===== src/design/gpa_pkg.sv =====
// constants and types shared by the general purpose port block
package gpa_pkg;
  // ==========================================================
  // port geometry
  localparam int unsigned PORT_WIDTH    = 8;
  localparam int unsigned PIN_TMR_CMP1  = 4;
  localparam int unsigned PIN_CMP2      = 5;
  localparam int unsigned PIN_OSC_LO    = 6;
  localparam int unsigned ADC_SEL_WIDTH = 5;
  localparam int unsigned CMP_WIDTH     = 3;
  localparam int unsigned ADDR_WIDTH    = 12;

  // ==========================================================
  // register byte offsets
  localparam logic [11:0] OFS_DIR = 12'h000;
  localparam logic [11:0] OFS_PIN = 12'h004;
  localparam logic [11:0] OFS_LAT = 12'h008;
  localparam logic [11:0] OFS_ADC = 12'h00C;
  localparam logic [11:0] OFS_CMP = 12'h010;
  localparam logic [11:0] OFS_OSC = 12'h014;

  // ==========================================================
  // field positions
  localparam int unsigned CMP_ON_BIT   = 0;
  localparam int unsigned CMP_C1OE_BIT = 1;
  localparam int unsigned CMP_C2OE_BIT = 2;
  localparam int unsigned OSC_ON_BIT   = 0;

  // ==========================================================
  // reset values
  localparam logic [7:0] RST_DIR = 8'hFF;
  localparam logic [7:0] RST_LAT = 8'h00;
  localparam logic [4:0] RST_ADC = 5'h1F;
  localparam logic [2:0] RST_CMP = 3'h0;
  localparam logic       RST_OSC = 1'b0;

  // ==========================================================
  // bus slave phases
  typedef enum logic [1:0] {
    BS_IDLE,
    BS_WRITE,
    BS_RDWAIT
  } gpa_bus_t;
endpackage


===== src/design/gpa_port.sv =====
// eight-bit general purpose port with analog, comparator and oscillator sharing
//
// Local design decisions: the placing of the registers and the AHB-Lite register port.
`timescale 1ns/1ns
`default_nettype none

module gpa_port
(
  input  wire logic                          I_MCLK,
  input  wire logic                          I_RSTN,
  input  wire logic                          I_HSEL,
  input  wire logic [31:0]                   I_HADDR,
  input  wire logic [1:0]                    I_HTRANS,
  input  wire logic                          I_HWRITE,
  input  wire logic [2:0]                    I_HSIZE,
  input  wire logic [31:0]                   I_HWDATA,
  input  wire logic                          I_HREADY,
  output var  logic [31:0]                   O_HRDATA,
  output var  logic                          O_HREADYOUT,
  output var  logic                          O_HRESP,
  input  wire logic [gpa_pkg::PORT_WIDTH-1:0] I_PAD_IN,
  output var  logic [gpa_pkg::PORT_WIDTH-1:0] O_PAD_OUT,
  output var  logic [gpa_pkg::PORT_WIDTH-1:0] O_PAD_OE_N,
  input  wire logic                          I_CMP1_OUT,
  input  wire logic                          I_CMP2_OUT,
  output var  logic                          O_TMR0_CLK,
  output var  logic [gpa_pkg::PORT_WIDTH-1:0] O_ANALOG_SEL,
  output var  logic [gpa_pkg::CMP_WIDTH-1:0]  O_CMP_CTRL
);
  import gpa_pkg::*;

  // ==========================================================
  // helpers
  function automatic logic reg_hit(input logic [ADDR_WIDTH-1:0] addr,
                                   input logic [ADDR_WIDTH-1:0] ofs);
    reg_hit = (addr == ofs);
  endfunction

  // analog map: adc bits 0-3 to pins 0-3, adc bit 4 to pin 5
  function automatic logic [PORT_WIDTH-1:0] analog_mask(input logic [ADC_SEL_WIDTH-1:0] adc,
                                                        input logic cmp_on);
    analog_mask = {2'h0, adc[4], 1'b0, adc[3:0] | {4{cmp_on}}};
  endfunction

  // ==========================================================
  // state
  gpa_bus_t                  state;
  logic [ADDR_WIDTH-1:0]     addr_q;
  logic [PORT_WIDTH-1:0]     dir_reg;
  logic [PORT_WIDTH-1:0]     lat_reg;
  logic [ADC_SEL_WIDTH-1:0]  adc_reg;
  logic [CMP_WIDTH-1:0]      cmp_reg;
  logic                      osc_reg;
  logic [PORT_WIDTH-1:0]     sync1;
  logic [PORT_WIDTH-1:0]     sync2;
  logic [PORT_WIDTH-1:0]     osc_mask;
  logic [PORT_WIDTH-1:0]     analog;
  logic [PORT_WIDTH-1:0]     pin_level;
  logic [PORT_WIDTH-1:0]     next_pad_out;
  logic [PORT_WIDTH-1:0]     next_pad_oe_n;
  logic [31:0]               read_mux;
  logic                      addr_ok;
  logic                      wr_en;

  assign addr_ok  = I_HSEL && I_HTRANS[1] && I_HREADY;
  assign wr_en    = (state == BS_WRITE);
  assign osc_mask = {{2{osc_reg}}, 6'h00};
  assign analog   = analog_mask(adc_reg, cmp_reg[CMP_ON_BIT]);

  // ==========================================================
  // bus slave: writes zero wait, reads one wait state
  // the read wait lets a write just before a read land first
  always_ff @(posedge I_MCLK or negedge I_RSTN)
  begin
    if (!I_RSTN)
    begin
      state       <= BS_IDLE;
      addr_q      <= '0;
      O_HREADYOUT <= 1'b1;
      O_HRDATA    <= 32'h0000_0000;
    end
    else
    begin
      unique case (state)
        BS_IDLE, BS_WRITE:
        begin
          if (addr_ok)
          begin
            addr_q <= I_HADDR[ADDR_WIDTH-1:0];
            if (I_HWRITE)
            begin
              state <= BS_WRITE;
            end
            else
            begin
              state       <= BS_RDWAIT;
              O_HREADYOUT <= 1'b0;
            end
          end
          else
          begin
            state <= BS_IDLE;
          end
        end
        BS_RDWAIT:
        begin
          O_HRDATA    <= read_mux;
          O_HREADYOUT <= 1'b1;
          state       <= BS_IDLE;
        end
        // spare code: fall back to idle with the bus ready
        default:
        begin
          O_HREADYOUT <= 1'b1;
          state       <= BS_IDLE;
        end
      endcase
    end
  end

  // never an error; unmapped addresses read zero
  always_ff @(posedge I_MCLK or negedge I_RSTN)
  begin
    if (!I_RSTN)
    begin
      O_HRESP <= 1'b0;
    end
    else
    begin
      O_HRESP <= 1'b0;
    end
  end

  // ==========================================================
  // software registers
  // two port registers; the pin and latch offsets both write the latch
  always_ff @(posedge I_MCLK or negedge I_RSTN)
  begin
    if (!I_RSTN)
    begin
      dir_reg <= RST_DIR;
      lat_reg <= RST_LAT;
    end
    else if (wr_en)
    begin
      if (reg_hit(addr_q, OFS_DIR))
      begin
        dir_reg <= I_HWDATA[PORT_WIDTH-1:0];
      end
      if (reg_hit(addr_q, OFS_PIN) || reg_hit(addr_q, OFS_LAT))
      begin
        lat_reg <= I_HWDATA[PORT_WIDTH-1:0];
      end
    end
  end

  always_ff @(posedge I_MCLK or negedge I_RSTN)
  begin
    if (!I_RSTN)
    begin
      adc_reg <= RST_ADC;
      cmp_reg <= RST_CMP;
      osc_reg <= RST_OSC;
    end
    else if (wr_en)
    begin
      if (reg_hit(addr_q, OFS_ADC))
      begin
        adc_reg <= I_HWDATA[ADC_SEL_WIDTH-1:0];
      end
      if (reg_hit(addr_q, OFS_CMP))
      begin
        cmp_reg <= I_HWDATA[CMP_WIDTH-1:0];
      end
      if (reg_hit(addr_q, OFS_OSC))
      begin
        osc_reg <= I_HWDATA[OSC_ON_BIT];
      end
    end
  end

  always_comb
  begin
    read_mux = 32'h0000_0000;
    unique case (1'b1)
      reg_hit(addr_q, OFS_DIR): read_mux[PORT_WIDTH-1:0] = dir_reg & ~osc_mask;
      reg_hit(addr_q, OFS_PIN): read_mux[PORT_WIDTH-1:0] = pin_level;
      reg_hit(addr_q, OFS_LAT): read_mux[PORT_WIDTH-1:0] = lat_reg & ~osc_mask;
      reg_hit(addr_q, OFS_ADC): read_mux[ADC_SEL_WIDTH-1:0] = adc_reg;
      reg_hit(addr_q, OFS_CMP): read_mux[CMP_WIDTH-1:0] = cmp_reg;
      reg_hit(addr_q, OFS_OSC): read_mux[OSC_ON_BIT] = osc_reg;
      default: read_mux = 32'h0000_0000;
    endcase
  end

  // ==========================================================
  // pin sampling
  always_ff @(posedge I_MCLK or negedge I_RSTN)
  begin
    if (!I_RSTN)
    begin
      sync1 <= '0;
      sync2 <= '0;
    end
    else
    begin
      sync1 <= I_PAD_IN;
      sync2 <= sync1;
    end
  end

  assign pin_level = sync2 & ~analog & ~osc_mask;

  // ==========================================================
  // pin drivers
  // eight independent pins
  for (genvar i = 0; i < PORT_WIDTH; i++)
  begin : g_pin
    logic osc_pin;
    logic per_drive;
    logic per_val;
    assign osc_pin   = (i >= PIN_OSC_LO) && osc_reg;
    assign per_drive = (i == PIN_TMR_CMP1) ? cmp_reg[CMP_C1OE_BIT] :
                       (i == PIN_CMP2)     ? cmp_reg[CMP_C2OE_BIT] : 1'b0;
    assign per_val   = (i == PIN_TMR_CMP1) ? I_CMP1_OUT : I_CMP2_OUT;
    assign next_pad_oe_n[i] = osc_pin ? 1'b1 : (per_drive ? 1'b0 : dir_reg[i]);
    assign next_pad_out[i]  = osc_pin ? 1'b0 : (per_drive ? per_val : lat_reg[i]);
  end

  // direction still governs analog pins, software keeps them input
  always_ff @(posedge I_MCLK or negedge I_RSTN)
  begin
    if (!I_RSTN)
    begin
      O_PAD_OE_N   <= RST_DIR;
      O_PAD_OUT    <= RST_LAT;
      O_ANALOG_SEL <= analog_mask(RST_ADC, RST_CMP[CMP_ON_BIT]);
      O_CMP_CTRL   <= RST_CMP;
    end
    else
    begin
      O_PAD_OE_N   <= next_pad_oe_n;
      O_PAD_OUT    <= next_pad_out;
      O_ANALOG_SEL <= analog;
      O_CMP_CTRL   <= cmp_reg;
    end
  end

  assign O_TMR0_CLK = sync2[PIN_TMR_CMP1];

  // ==========================================================
  // checks
  a_dir_input_hiz: assert property (@(posedge I_MCLK) disable iff (!I_RSTN)
    dir_reg[0] |=> O_PAD_OE_N[0])
    else $error("input pin is driven");

  a_drive_from_latch: assert property (@(posedge I_MCLK) disable iff (!I_RSTN)
    !dir_reg[1] |=> (!O_PAD_OE_N[1] && O_PAD_OUT[1] == $past(lat_reg[1])))
    else $error("output pin does not carry latch");

  a_pin_read_value: assert property (@(posedge I_MCLK) disable iff (!I_RSTN)
    (state == BS_RDWAIT && addr_q == OFS_PIN) |=> O_HRDATA[7:0] == $past(pin_level))
    else $error("level read wrong");

  a_level_write_latch: assert property (@(posedge I_MCLK) disable iff (!I_RSTN)
    (state == BS_WRITE && addr_q == OFS_PIN) ##1 !dir_reg[2] && !osc_reg
      |=> O_PAD_OUT[2] == $past(I_HWDATA[2], 2))
    else $error("level write did not reach pin");

  a_latch_readback: assert property (@(posedge I_MCLK) disable iff (!I_RSTN)
    (state == BS_RDWAIT && addr_q == OFS_LAT && !osc_reg) |=> O_HRDATA[7:0] == $past(lat_reg))
    else $error("latch read wrong");

  a_cmp_owns_pin: assert property (@(posedge I_MCLK) disable iff (!I_RSTN)
    cmp_reg[CMP_C1OE_BIT] |=> (!O_PAD_OE_N[4] && O_PAD_OUT[4] == $past(I_CMP1_OUT)))
    else $error("comparator output not on pin");

  a_timer_clock_path: assert property (@(posedge I_MCLK) disable iff (!I_RSTN)
    $past(I_RSTN, 3) |-> O_TMR0_CLK == $past(I_PAD_IN[4], 2))
    else $error("timer clock path wrong");

  a_osc_read_zero: assert property (@(posedge I_MCLK) disable iff (!I_RSTN)
    (state == BS_RDWAIT && osc_reg && addr_q <= OFS_LAT) |=> O_HRDATA[7:6] == 2'b00)
    else $error("oscillator bits not zero");

  a_osc_driver_off: assert property (@(posedge I_MCLK) disable iff (!I_RSTN)
    osc_reg |=> O_PAD_OE_N[7:6] == 2'b11)
    else $error("oscillator pin driven");

  a_adc_select: assert property (@(posedge I_MCLK) disable iff (!I_RSTN)
    (state == BS_WRITE && addr_q == OFS_ADC) ##1 !cmp_reg[CMP_ON_BIT]
      |=> O_ANALOG_SEL[3:0] == $past(I_HWDATA[3:0], 2))
    else $error("adc selection not applied");

  a_cmp_analog: assert property (@(posedge I_MCLK) disable iff (!I_RSTN)
    cmp_reg[CMP_ON_BIT] |=> O_ANALOG_SEL[3:0] == 4'hF)
    else $error("comparator pins not analog");

  a_reset_config: assert property (@(posedge I_MCLK) disable iff (!I_RSTN)
    $rose(I_RSTN) |-> (dir_reg == RST_DIR && adc_reg == RST_ADC && !O_ANALOG_SEL[4]))
    else $error("reset configuration wrong");

  a_analog_reads_zero: assert property (@(posedge I_MCLK) disable iff (!I_RSTN)
    (state == BS_RDWAIT && addr_q == OFS_PIN && analog[0]) |=> !O_HRDATA[0])
    else $error("analog pin read nonzero");

  c_pin_read: cover property (@(posedge I_MCLK) disable iff (!I_RSTN)
    state == BS_RDWAIT && addr_q == OFS_PIN);
  c_latch_write: cover property (@(posedge I_MCLK) disable iff (!I_RSTN)
    state == BS_WRITE && addr_q == OFS_LAT);
  c_osc_mode: cover property (@(posedge I_MCLK) disable iff (!I_RSTN)
    osc_reg && state == BS_RDWAIT);
  c_cmp_drive: cover property (@(posedge I_MCLK) disable iff (!I_RSTN)
    cmp_reg[CMP_C1OE_BIT] && !O_PAD_OE_N[4]);

endmodule

`default_nettype wire


===== config.mk =====
export PLATFORM = sky130hd
export DESIGN_NAME = gpa_port
export DESIGN_NICKNAME = d
export VERILOG_FILES = /design/src/design/gpa_pkg.sv /design/src/design/gpa_port.sv
export SDC_FILE = /design/constraint.sdc
export NUM_CORES = 1
export LEC_CHECK = 0
export ABC_CLOCK_PERIOD_IN_PS = 2300
export BUFFER_PORTS_ARGS = -buffer_cell sky130_fd_sc_hd__buf_2
export CAP_MARGIN = 20
export CORE_AREA = 2 2 100 83
export CTS_CLUSTER_DIAMETER = 60
export DETAILED_ROUTE_END_ITERATION = 10
export DIE_AREA = 0 0 102 85
export MAX_ROUTING_LAYER = met4
export PLACE_DENSITY = 0.78
export SETUP_SLACK_MARGIN = 0.15
export SYNTH_ARGS = -nofsm -noshare
export SYNTH_HDL_FRONTEND = slang
export SYNTH_SLANG_ARGS = --single-unit

===== constraint.sdc =====
create_clock -name I_MCLK -period 2.3 [get_ports I_MCLK]
set_input_delay 0.345 -clock I_MCLK [delete_from_list [all_inputs] [get_ports I_MCLK]]
set_output_delay 0.345 -clock I_MCLK [all_outputs]
set_load 0.005 [all_outputs]

* After elaboration in Yosys (flattened, before gate mapping)
Index checks and enable logic that the tools add are counted.
Storage, ports and cells: register bits 88, input bits 84, output and inout bits 62, logic and storage cells 62
Operators by class: eq/ne operators 9, multiplexer cells 18, bitwise gates (word level) 7, reduce and logical (&&, ||, !) cells 13
Operator list (count):
- 8-bit AND | 4
- 12-bit by 4-bit equality test with 1-bit output, second input constant | 2
- 12-bit by 5-bit equality test with 1-bit output, second input constant | 2
- 2-bit AND reduction | 7
- 12-bit by 3-bit equality test with 1-bit output, second input constant | 1
- 12-bit logical NOT | 1
- 1-bit two-way mux | 11
- 2-bit one-hot mux with 5 select lines | 1
- 3-bit one-hot mux with 3 select lines | 1
- 6-bit NOT with 8-bit output | 1
- 8-bit NOT | 1
- 2-bit one-hot mux with 4 select lines | 1
- 2-bit two-way mux | 3
- 1-bit one-hot mux with 6 select lines | 1
- 2-bit inequality test, second input constant | 2
- 4-bit OR | 1
- 2-bit by 1-bit equality test with 1-bit output, second input constant | 1
- 2-bit equality test, second input constant | 1
- 1-bit logical AND | 2
- 2-bit logical NOT | 1
- 2-bit OR reduction | 1
- 1-bit logical OR | 1

* Longest topological paths before layout
Gate-level depths: netlist of the first run.
word-level depth 5, depth in mapped cells 6, gate-level depth less buffers 4

* Worst setup path after synthesis of the first run
OpenSTA, ideal clock, no wires.
kind reg-to-reg, start register addr_q[9], end register lat_reg[0], library setup time 125 ps, data arrival time 1679 ps, required time 2175 ps, path slack 496 ps, stages on the path, launching flop included 5, path buffers 0, period minus slack after synthesis 1804 ps, path through dfrtp_1 nor4_4 nand4_1 nor2_2 mux2_2
On the way: word-level cells in the longest chain between the ends 3, elaborated cells between the ends (all ways) 4, those cells by class 2 x eq/ne; 2 x reduce/logical
RTL lines:
- start: declaration | line gpa_port.sv:48 | logic [ADDR_WIDTH-1:0] addr_q;
- start signal: assignment | line gpa_port.sv:89 | addr_q <= I_HADDR[ADDR_WIDTH-1:0];
- 12-bit by 3-bit equality test with 1-bit output / 12-bit by 4-bit equality test with 1-bit output (equally long branches) | line gpa_port.sv:36 | reg_hit = (addr == ofs);
- 1-bit logical OR (*) | line gpa_port.sv:150 | if (reg_hit(addr_q, OFS_PIN) || reg_hit(addr_q, OFS_LAT))
- 2-bit AND reduction (no line) (*)
- end signal: assignment | line gpa_port.sv:152 | lat_reg <= I_HWDATA[PORT_WIDTH-1:0];
- end: declaration | line gpa_port.sv:50 | logic [PORT_WIDTH-1:0] lat_reg;
Every way passes the cells marked *; elsewhere a longest branch is shown, timed or not. A chain may end at the register's enable or synchronous reset.

* Final worst setup path of the first run
start register addr_q[5], end register cmp_reg[1]
On the way: word-level cells in the longest chain between the ends 2
RTL lines:
- 12-bit by 5-bit equality test with 1-bit output | line gpa_port.sv:36
- 2-bit AND reduction (no line)
- end signal: assignment | line gpa_port.sv:173 | cmp_reg <= I_HWDATA[CMP_WIDTH-1:0];
- end: declaration | line gpa_port.sv:52 | logic [CMP_WIDTH-1:0] cmp_reg;
Every way passes these cells.

==> metrics.cfg, run 1 <==
[run_status]
status=completed

[timing]
fin_crit_sh_pct=84.7
layout_min_cycle_time_ns=1.95
fmax_mhz=513
worst_slack_ns=0.352
max_slew.worst_pin.slew_ns=0.685
finClkSkew_ns=0.00765
rsz0062_at_grt=false
whs_ns=0.0869
slew_viol_final=0
relSlewSlack_pct=54.1
finalSetupTns_ns=0
finalSetupViolCount=0
hold_violations=0

[floorplan]
core.rowCount=29
die_h_um=85
initial_core_util_pct=46.6
dieArea_um2=8670
ios=146
coreArea_um2=7690
chipWidth_um=102

[setup_path]
endpoint=cmp_reg[1]
rr_startpoint=addr_q[5]
cp_num_buf_inv=0
reg2reg_to=cmp_reg[1]
max_stage_delay_ns=0.65
cp-startpoint=addr_q[5]
worstSetupStartpointType=register
r2r_slack_ns=0.35
critPathArrivalTime_ns=2.19
cp_cell_sequence=or4b_1 -> nor4_2 -> mux2_2
path_max_fanout=4
cp.required_ns=2.54
cp.depth=3
r2r_cells=3
end_kind=register
slowest_stage=or4b_1
critPathTopFamily=simple AND/OR/NAND/NOR gates
path_class=register to register

[yosys]
synthMuxAreaShare_pct=15.8
yosys.area.top_type_share_pct=42.6
synth_cell_type_count=41
synth-xor-area-share_pct=0.244
synth_compound_area_share_pct=3.56
yosysMostFrequentCell=dfrtp_1
synthSimpleGateAreaFrac_pct=10.7
synth_edf_count=0
ys_seq_area_share_pct=62.3
synthCells=258
synth_top_family_by_area=multiplexers
ys_async_sr_fraction_pct=100
synth_fa_ha_area_share_pct=0
synthTopCellsByCount=dfrtp_1 (61), mux2_2 (42), buf_4 (28)
synth_area_per_cell_um2=13.9
synthesis.area_um2=3590
synthTopCellsByArea=dfrtp_1 (43%), dfstp_2 (20%), mux2_2 (13%)
synth-seq-cells=88
synth-main-ff-cell=dfrtp_1
synth_top_area_cell=dfrtp_1
yosys_warnings=0

[clock_network]
insertion_delay_ns=0.36
cts_resized=0
cts_tree=yes
cts_buffers=9
holdBufCountCts=1
clkTransAtPathRegs_ns=0.08
htreeDepth=3
root_buffer=clkbuf_8
cts.sinks=88
post_cts_buffers=0
clk_path_buf_depth=2

[final_layout]
regMostFlops=addr_q
n_fill_cell=691
largest_reg_flops=12
drive_gt1_share_pct=50.7
diodes=0
instances_no_fill=457
nets=428
finish.utilization_pct=55.7
area_growth_pct=19.4

[placement]
dp_slack_ns=0.353
gp_congestion=0.890
place_inst=440
hpwl_mm=4.80
port_buffers=69

[flow_run]
maxCapViolations=0

[global_routing]
grt_max_degree=48
antenna_found_initial=0
grt_usage_pct=16.8
grt_overflow_total=0
grt_pass1_wl_mm=10.5
grt_pass1_vias=2121

[routing]
drc=0
wl_mm=6.51
drtIter0Drc=63
first_pass_iters=4
post_drt_via_cell_ratio=4.69
ant_nets=0
wl_per_cell_um=14.2
routed-via-count=2143

[power]
p_leak_nw=2.06
vdd_drop_max_uv=655
powerDensity_nw_per_um2=790

[hold_path]
holdCritPathClass=primary input to register

worst min path at each step:
stage,endpoint,startpoint,cells past startpoint,slack [ns]
after floorplan,O_CMP_CTRL[0],I_RSTN,0,0.05
after global placement,sync2[4],sync1[4],0,0.33
after detailed placement,sync2[7],sync1[7],0,0.33
after CTS,sync1[1],I_PAD_IN[1],1,0.07
after global routing,sync1[7],I_PAD_IN[7],1,0.06
final,sync1[1],I_PAD_IN[1],1,0.09
per-layer routing:
| metal | global-route usage [%] | routed length, um | vias up |
|---|---|---|---|
| met1 | 21.5 | 2890 | 1052 |
| li1 | - | - | 1013 |
| met5 | - | 0 | - |
| met4 | 5.45 | 95 | 0 |
| met2 | 24.6 | 3130 | 69 |
| met3 | 6.59 | 395 | 9 |
cell families (layout without fill, tap and decap cells):
| kind of cell | count (synthesis) | after routing |
|---|---|---|
| XOR/XNOR | 1 | 1 |
| AND/OR/NAND/NOR | 62 | 62 |
| AO/OA/AOI/OAI | 19 | 19 |
| buffers and inverters | 38 | 102 |
| flip-flops | 88 | 88 |
| other | 1 | 28 |
| multiplexers | 49 | 49 |
cell usage in the layout (no fill, tap or decap), types with 8 or more instances in the layout:
master    count
clkbuf_8      9
nor2_1       15
conb_1       28
buf_2        68
dfrtp_1      61
nand2_1       8
nor2b_1       9
mux2_2       42
buf_4        14
dfstp_2      27
metrics by stage:
step	area (um^2)	power, mW
5_1_grt	4280	3.55
6_report	4280	3.38
3_3_place_gp	4040	2.16
2_1_floorplan	3690	2.03
3_5_place_dp	4040	2.17
4_1_cts	4280	3.42
report_power, final:
group	leakage [nW]	switching (mW)	internal [mW]
Clock	0.118	0.517	0.724
Combinational	0.880	0.198	0.194
Sequential	1.06	0.0780	1.67
Total	2.06	0.793	2.59
cell type report:
cell class	count	area, um^2	area share [%]
clock buffers	11	131	3.07
clock inverters	5	104	2.42
flip-flops and latches	88	2240	52.2
inverters	2	7.51	0.175
repair buffers	84	475	11.1
multi-input cells	159	1190	27.9
well taps	108	135	3.15
No activity file was read; power rests on OpenSTA's default activity.
==> inputs of run 2 (changes only) <==
--- a/config.mk
+++ b/config.mk
@@ -5,15 +5,16 @@
 export SDC_FILE = /design/constraint.sdc
 export NUM_CORES = 1
 export LEC_CHECK = 0
-export ABC_CLOCK_PERIOD_IN_PS = 2300
+export ABC_AREA = 1
+export ABC_CLOCK_PERIOD_IN_PS = 2000
 export BUFFER_PORTS_ARGS = -buffer_cell sky130_fd_sc_hd__buf_2
 export CAP_MARGIN = 20
-export CORE_AREA = 2 2 100 83
+export CORE_AREA = 2 2 101 84
 export CTS_CLUSTER_DIAMETER = 60
 export DETAILED_ROUTE_END_ITERATION = 10
-export DIE_AREA = 0 0 102 85
+export DIE_AREA = 0 0 103 86
 export MAX_ROUTING_LAYER = met4
-export PLACE_DENSITY = 0.78
+export PLACE_DENSITY = 0.79
 export SETUP_SLACK_MARGIN = 0.15
 export SYNTH_ARGS = -nofsm -noshare
 export SYNTH_HDL_FRONTEND = slang
==> constraint.sdc (replaced) <==
create_clock -name I_MCLK -period 2 [get_ports I_MCLK]
set_input_delay 0.3 -clock I_MCLK [delete_from_list [all_inputs] [get_ports I_MCLK]]
set_output_delay 0.3 -clock I_MCLK [all_outputs]
set_load 0.005 [all_outputs]
==> run 2 against run 1 <==
  * Highest routed layer unchanged
  * Die area rose by 2.2%
  * Synthesized cell count rose by 41%
  * Worst hold slack got worse by 0.044 ns
  * Via count rose by 19%
==> metrics.cfg, run 2 <==
[routing]
wl_per_cell_um=13.0  ; -8.9%
wl_mm=7.21  ; +11%
first_pass_iters=4  ; unchanged
ant_nets=0  ; unchanged
drc=0  ; unchanged
drtIter0Drc=189  ; +200%
routed-via-count=2540  ; +19%
post_drt_via_cell_ratio=4.57  ; -2.6%

[final_layout]
area_growth_pct=15.5
regMostFlops=addr_q
n_fill_cell=685  ; -0.87%
largest_reg_flops=12  ; unchanged
drive_gt1_share_pct=37.1  ; -14 points
fin_area_um2=4330  ; +0.99%
nets=527  ; +23%
instances_no_fill=556  ; +22%
final_cell_mix=nand2_1 (74), buf_2 (68), dfrtp_1 (61)
final_common_cell=nand2_1
finish.utilization_pct=55.7  ; about the same
diodes=0  ; unchanged

[global_routing]
grt_max_degree=52  ; +8.3%
grt_usage_pct=18.2  ; +1.4 points
grt_pass1_vias=2476  ; +17%
grt_pass1_wl_mm=11.8  ; +12%
antenna_found_initial=0  ; unchanged
grt_overflow_total=0  ; unchanged

[timing]
max_slew.worst_pin.slew_ns=0.527  ; -0.158 ns
relSlewSlack_pct=64.8  ; +11 points
fin_crit_sh_pct=81.5  ; -3.2 points
fmax_mhz=613  ; +19%
finalSetupViolCount=0  ; unchanged
finalSetupTns_ns=0  ; unchanged
rsz0062_at_grt=false
hold_violations=0  ; unchanged
finClkSkew_ns=0.0121  ; +0.00441 ns
whs_ns=0.0429  ; -0.0439 ns
worst_slack_ns=0.370  ; +0.0177 ns
slew_viol_final=0  ; unchanged
layout_min_cycle_time_ns=1.63  ; -0.318 ns

[power]
vdd_drop_max_uv=566  ; -14%
pwr-share-clk_pct=37.1  ; +0.4 points
internal-power_mw=2.66  ; +2.7%
power_frac_comb_pct=7.6  ; -4.0 points
p_switching_uw=785  ; -1.0%
p_leak_nw=2.25  ; +9.3%
switching_share_pct=22.8  ; -0.66 points
powerDensity_nw_per_um2=796  ; +0.83%
p_total_mw=3.44  ; +1.8%
pwr-share-seq_pct=55.3  ; +3.6 points

[setup_path]
cp.required_ns=2.29  ; -0.25 ns
end_kind=register
path_class=register to register
worstSetupStartpointType=register
path_max_fanout=15  ; +11
critPathArrivalTime_ns=1.92  ; -0.27 ns

[yosys]
synthesis.area_um2=3750  ; +4.5%
yosys_warnings=0  ; unchanged
yosys.area.top_type_share_pct=40.7  ; -1.8 points
synth_edf_count=0  ; unchanged
yosysMostFrequentCell=nand2_1
synth_top_area_cell=dfrtp_1
synthTopCellsByCount=nand2_1 (74), dfrtp_1 (61), inv_1 (32)
synthCells=365  ; +41%
ys_async_sr_fraction_pct=100  ; unchanged
synth_area_per_cell_um2=10.3  ; -26%
ys_seq_area_share_pct=59.7  ; -2.7 points
synthTopCellsByArea=dfrtp_1 (41%), dfstp_2 (19%), nand2_1 (7.4%)
synth_cell_type_count=30  ; -27%
synth-main-ff-cell=dfrtp_1
synth-seq-cells=88  ; unchanged

[floorplan]
ios=146  ; unchanged
dieArea_um2=8860  ; +2.2%
chipWidth_um=103  ; +0.98%
coreArea_um2=7760  ; +0.94%
core.rowCount=29  ; unchanged
die_h_um=86  ; +1.2%
initial_core_util_pct=48.3  ; +1.6 points

[clock_network]
clkTransAtPathRegs_ns=0.08  ; about the same
root_buffer=clkbuf_8
cts_tree=yes
cts_resized=0  ; unchanged
cts.sinks=88  ; unchanged
holdBufCountCts=1  ; unchanged
post_cts_buffers=0  ; unchanged
cts_buffers=9  ; unchanged
htreeDepth=3  ; unchanged
insertion_delay_ns=0.35  ; about the same
clk_path_buf_depth=2  ; unchanged

[placement]
post_dp_cell_area_um2=4110  ; +1.8%
port_buffers=69  ; unchanged
hpwl_mm=5.30  ; +10%
place_inst=539  ; +23%
gp_congestion=0.847  ; -4.8%
dp_slack_ns=0.386  ; +0.0325 ns

[hold_path]
holdCritPathClass=primary input to register

[run_status]
status=completed

[flow_run]
maxCapViolations=0  ; unchanged

## run 2: cell count changes in the layout (fill, tap and decap cells not counted), moves of 10 or more
cell	previous run	this run
nand2_1	8	74
mux2_2	42	4
inv_1	2	32
nand3_1	2	22
o21ai_2	0	16
nor2_1	15	30
buf_4	14	4
## run 2: layout make-up
| type | count | area [um^2] | area share, % |
|---|---|---|---|
| Tap cell | 108 | 135 | 3.12 |
| Clock inverter | 3 | 67.6 | 1.56 |
| Sequential cell | 88 | 2240 | 51.7 |
| Timing Repair Buffer | 74 | 400 | 9.25 |
| Inverter | 37 | 140 | 3.24 |
| Clock buffer | 13 | 139 | 3.21 |
| Multi-Input combinational cell | 233 | 1210 | 27.9 |
## run 2: worst paths after layout
check	slack, ns	end	depth (start not counted)	startpoint
worst max-delay path	0.37	O_HRDATA[3]	10	addr_q[10]
worst min-delay path	0.04	sync1[2]	1	I_PAD_IN[2]
worst max register to register	0.37	O_HRDATA[3]	10	addr_q[10]
worst min register to register	0.34	sync2[4]	0	sync1[4]
max in group asynchronous	0.89	adc_reg[0]	3	I_RSTN
min in group asynchronous	0.44	state[0]	2	I_RSTN
## run 2: power groups by stage
stage | logic (mW) | registers, mW | clock network (mW)
CTS | 0.267 | 1.90 | 1.31
global placement | 0.253 | 1.93 | 0
finish | 0.262 | 1.90 | 1.28
floorplan | 0.183 | 1.93 | 0
global route | 0.301 | 1.91 | 1.39
detailed placement | 0.265 | 1.94 | 0
## run 2: metal layers
layer | up-vias | global-route usage (%) | wire, um
li1 | 1253 | - | -
met1 | 1190 | 23.4 | 3020
met2 | 89 | 27.9 | 3530
met3 | 8 | 5.62 | 596
met4 | 0 | 5.62 | 74
met5 | - | - | 0
## run 2: logic make-up after synthesis
| kind of cell | Yosys count | synth area share [%] |
|---|---|---|
| AND/OR/NAND/NOR | 159 | 21.0 |
| buffers and inverters | 71 | 10.8 |
| multiplexers | 4 | 1.20 |
| AO/OA/AOI/OAI | 42 | 7.25 |
| flip-flops | 88 | 59.7 |
| other | 1 | 0.100 |
## run 2: critical path: stages, from the launching register on
cell and delay [ns]:
dfrtp_1 0.37, inv_1 0.07, nand2_1 0.08, nor2_4 0.24, buf_4 0.28, nand2_2 0.09, clkinv_2 0.09, nand2_1 0.06
nand2_1 0.05, o21ai_0 0.14, nand2_1 0.11
==> inputs of run 3 (changes only) <==
--- a/config.mk
+++ b/config.mk
@@ -6,15 +6,15 @@
 export NUM_CORES = 1
 export LEC_CHECK = 0
 export ABC_AREA = 1
-export ABC_CLOCK_PERIOD_IN_PS = 2000
+export ABC_CLOCK_PERIOD_IN_PS = 1330
 export BUFFER_PORTS_ARGS = -buffer_cell sky130_fd_sc_hd__buf_2
 export CAP_MARGIN = 20
-export CORE_AREA = 2 2 101 84
+export CORE_AREA = 2 2 107 88
 export CTS_CLUSTER_DIAMETER = 60
 export DETAILED_ROUTE_END_ITERATION = 10
-export DIE_AREA = 0 0 103 86
+export DIE_AREA = 0 0 109 90
 export MAX_ROUTING_LAYER = met4
-export PLACE_DENSITY = 0.79
+export PLACE_DENSITY = 0.75
 export SETUP_SLACK_MARGIN = 0.15
 export SYNTH_ARGS = -nofsm -noshare
 export SYNTH_HDL_FRONTEND = slang
==> constraint.sdc (replaced) <==
create_clock -name I_MCLK -period 1.33 [get_ports I_MCLK]
set_input_delay 0.1995 -clock I_MCLK [delete_from_list [all_inputs] [get_ports I_MCLK]]
set_output_delay 0.1995 -clock I_MCLK [all_outputs]
set_load 0.005 [all_outputs]
==> run 3 against run 2 <==
  * The flow now finishes with violations (setup timing)
  * Register-to-register slack worse by 0.51 ns
  * Via count is 11% higher
  * Cell area is 16% higher
  * Non-clock buffer count is 43 higher
  * Power is 62% higher
  * Die area is 11% higher
  * Sequential share of layout area is 7.2 points lower
  * Clock skew is 0.0058 ns lower
  * Flip-flop and latch count stayed put
  * Sequential power is 52% higher
  * Combinational power is 140% higher
  * Core utilization is 1.4 points higher
  * Critical endpoint is now O_HRDATA[2]
==> metrics.cfg, run 3 (synthesis results as in run 2) <==
[setup_path]
cp_num_buf_inv=2  ; -1
r2r_slack_ns=-0.15  ; -0.51 ns
path_max_fanout=5  ; -10
cp.required_ns=1.62  ; -0.67 ns
reg2reg_to=O_HRDATA[2]
rr_startpoint=addr_q[1]
end_kind=register
worstSetupStartpointType=register
slowest_stage=dfrtp_1
r2r_cells=9  ; -1
critPathArrivalTime_ns=1.76  ; -0.16 ns
max_stage_delay_ns=0.43  ; +0.06 ns
cp_cell_sequence=nor2_4 -> nand2_2 -> nor2_4 -> nand2_2 -> clkinv_4 -> nand2_1 -> nand2_1 -> inv_1 -> a21oi_1
path_class=register to register
critPathTopFamily=simple AND/OR/NAND/NOR gates

[final_layout]
final_cell_mix=buf_2 (65), dfrtp_1 (59), nand2_1 (57)
multi_input_area_um2=1440  ; +19%
nets=573  ; +8.7%
n_fill_cell=701  ; +2.3%
diodes=0  ; unchanged
final_common_cell=buf_2
largest_reg_flops=12  ; unchanged
area_growth_pct=34.2
drive_gt1_share_pct=49.4  ; +12 points
seqCellArea_um2=2240  ; +0.11%
regMostFlops=addr_q

[hold_path]
min_delay_path_depth=2  ; +1
holdCritPathClass=primary input to register
holdPathEnd=addr_q[6]
worst_hold_startpoint=I_HADDR[6]

[global_routing]
grt_overflow_total=0  ; unchanged
grt_pass1_wl_mm=13.7  ; +17%
grt_max_degree=89  ; +71%
antenna_found_initial=0  ; unchanged
grt_pass1_vias=2746  ; +11%
grt_usage_pct=18.8  ; +0.53 points

[floorplan]
die_h_um=90  ; +4.7%
initial_core_util_pct=42.6  ; -5.7 points
chipWidth_um=109  ; +5.8%
core.rowCount=31  ; +6.9%
coreArea_um2=8800  ; +13%
dieArea_um2=9810  ; +11%
ios=146  ; unchanged

[power]
powerDensity_nw_per_um2=1110  ; +39%
vdd_drop_max_uv=602  ; +6.4%
p_total_mw=5.58  ; +62%
p_leak_nw=2.47  ; +9.8%

[clock_network]
cts.sinks=88  ; unchanged
htreeDepth=3  ; unchanged
clkTransAtPathRegs_ns=0.09  ; about the same
cts_tree=yes
clk_path_buf_depth=2  ; unchanged
root_buffer=clkbuf_8
insertion_delay_ns=0.36  ; about the same
cts_buffers=9  ; unchanged

[flow_run]
maxCapViolations=0  ; unchanged

[routing]
routed-via-count=2814  ; +11%
drc=0  ; unchanged
first_pass_iters=4  ; unchanged
wl_per_cell_um=14.3  ; +10%
post_drt_via_cell_ratio=4.62  ; +1.1%
ant_nets=0  ; unchanged
wl_mm=8.71  ; +21%
drtIter0Drc=230  ; +22%

[timing]
fin_crit_sh_pct=111  ; +29 points
finClkSkew_ns=0.00621  ; -0.00585 ns
rsz0062_at_grt=true
layout_min_cycle_time_ns=1.48  ; -0.155 ns
worst_slack_ns=-0.145  ; -0.515 ns
whs_ns=0.0633  ; +0.0204 ns
finalSetupViolCount=30  ; +30
hold_violations=0  ; unchanged
fmax_mhz=678  ; +11%
slew_viol_final=0  ; unchanged

[run_status]
violations=setup timing
status=finished with violations

[placement]
hpwl_mm=5.48  ; +3.3%
gp_congestion=0.832  ; -1.8%
port_buffers=69  ; unchanged
dp_slack_ns=-0.151  ; -0.537 ns

==> run 3: cell types whose count changed in the layout (fill, tap and decap cells not counted), moves of 7 or more <==
cell,delta
buf_4,+26
nand2_1,-17
nand2_2,+14
dlygate4sd3_1,+9
inv_1,-7
==> run 3: area by class of cell <==
class                   count  area share (%)
flip-flops and latches     88            44.5
multi-input cells         236            28.5
repair buffers            117            16.7
inverters                  37            2.91
well taps                 115            2.86
clock buffers               9            2.46
clock inverters             7            2.04
==> run 3: layer usage <==
metal  share of wire [%]  wire (um)  track usage [%]
met1                  44       3850             26.5
met4                 1.6        137             7.37
met5                   0          0                -
met2                  48       4140             27.6
met3                 6.6        572             2.32
==> run 3: power breakdown <==
group / switching, mW / leakage (nW) / internal, mW
clock: 0.988 / 0.111 / 1.08
combinational: 0.330 / 1.41 / 0.302
sequential: 0.0793 / 0.954 / 2.80
==> run 3: what timing repair did <==
item,in CTS,in global routing
buffers inserted,11,4
hold buffers,10,0
resized for setup,45,15
cloned,2,1
setup endpoints to repair,60,54
pin swaps,17,9
endpoints found under the hold margin,70,0
==> run 3: how the worst max path moves through the flow <==
stage              start          end  slack, ns  depth (start not counted)
6_report       addr_q[1]  O_HRDATA[2]      -0.15                          9
2_1_floorplan  addr_q[6]   lat_reg[0]      0.002                          9
5_1_grt        addr_q[2]  O_HRDATA[2]      -0.22                          9
4_1_cts        addr_q[6]  O_HRDATA[6]      -0.05                         10
3_5_place_dp   addr_q[0]   lat_reg[4]      -0.15                          8
3_3_place_gp   addr_q[1]   lat_reg[2]      -0.10                          8
==> run 3: stage by stage <==
step | area [um^2] | util, % | setup TNS (ns) | std cells
2_1_floorplan | 3870 | - | 0 | 392
3_3_place_gp | 4270 | 48.5 | -1.78 | 565
3_5_place_dp | 4270 | 48.5 | -2.80 | 565
4_1_cts | 4930 | 55.9 | -0.409 | 604
5_1_grt | 5030 | 57.1 | -4.19 | 609
6_report | 5030 | 57.1 | -1.76 | 609
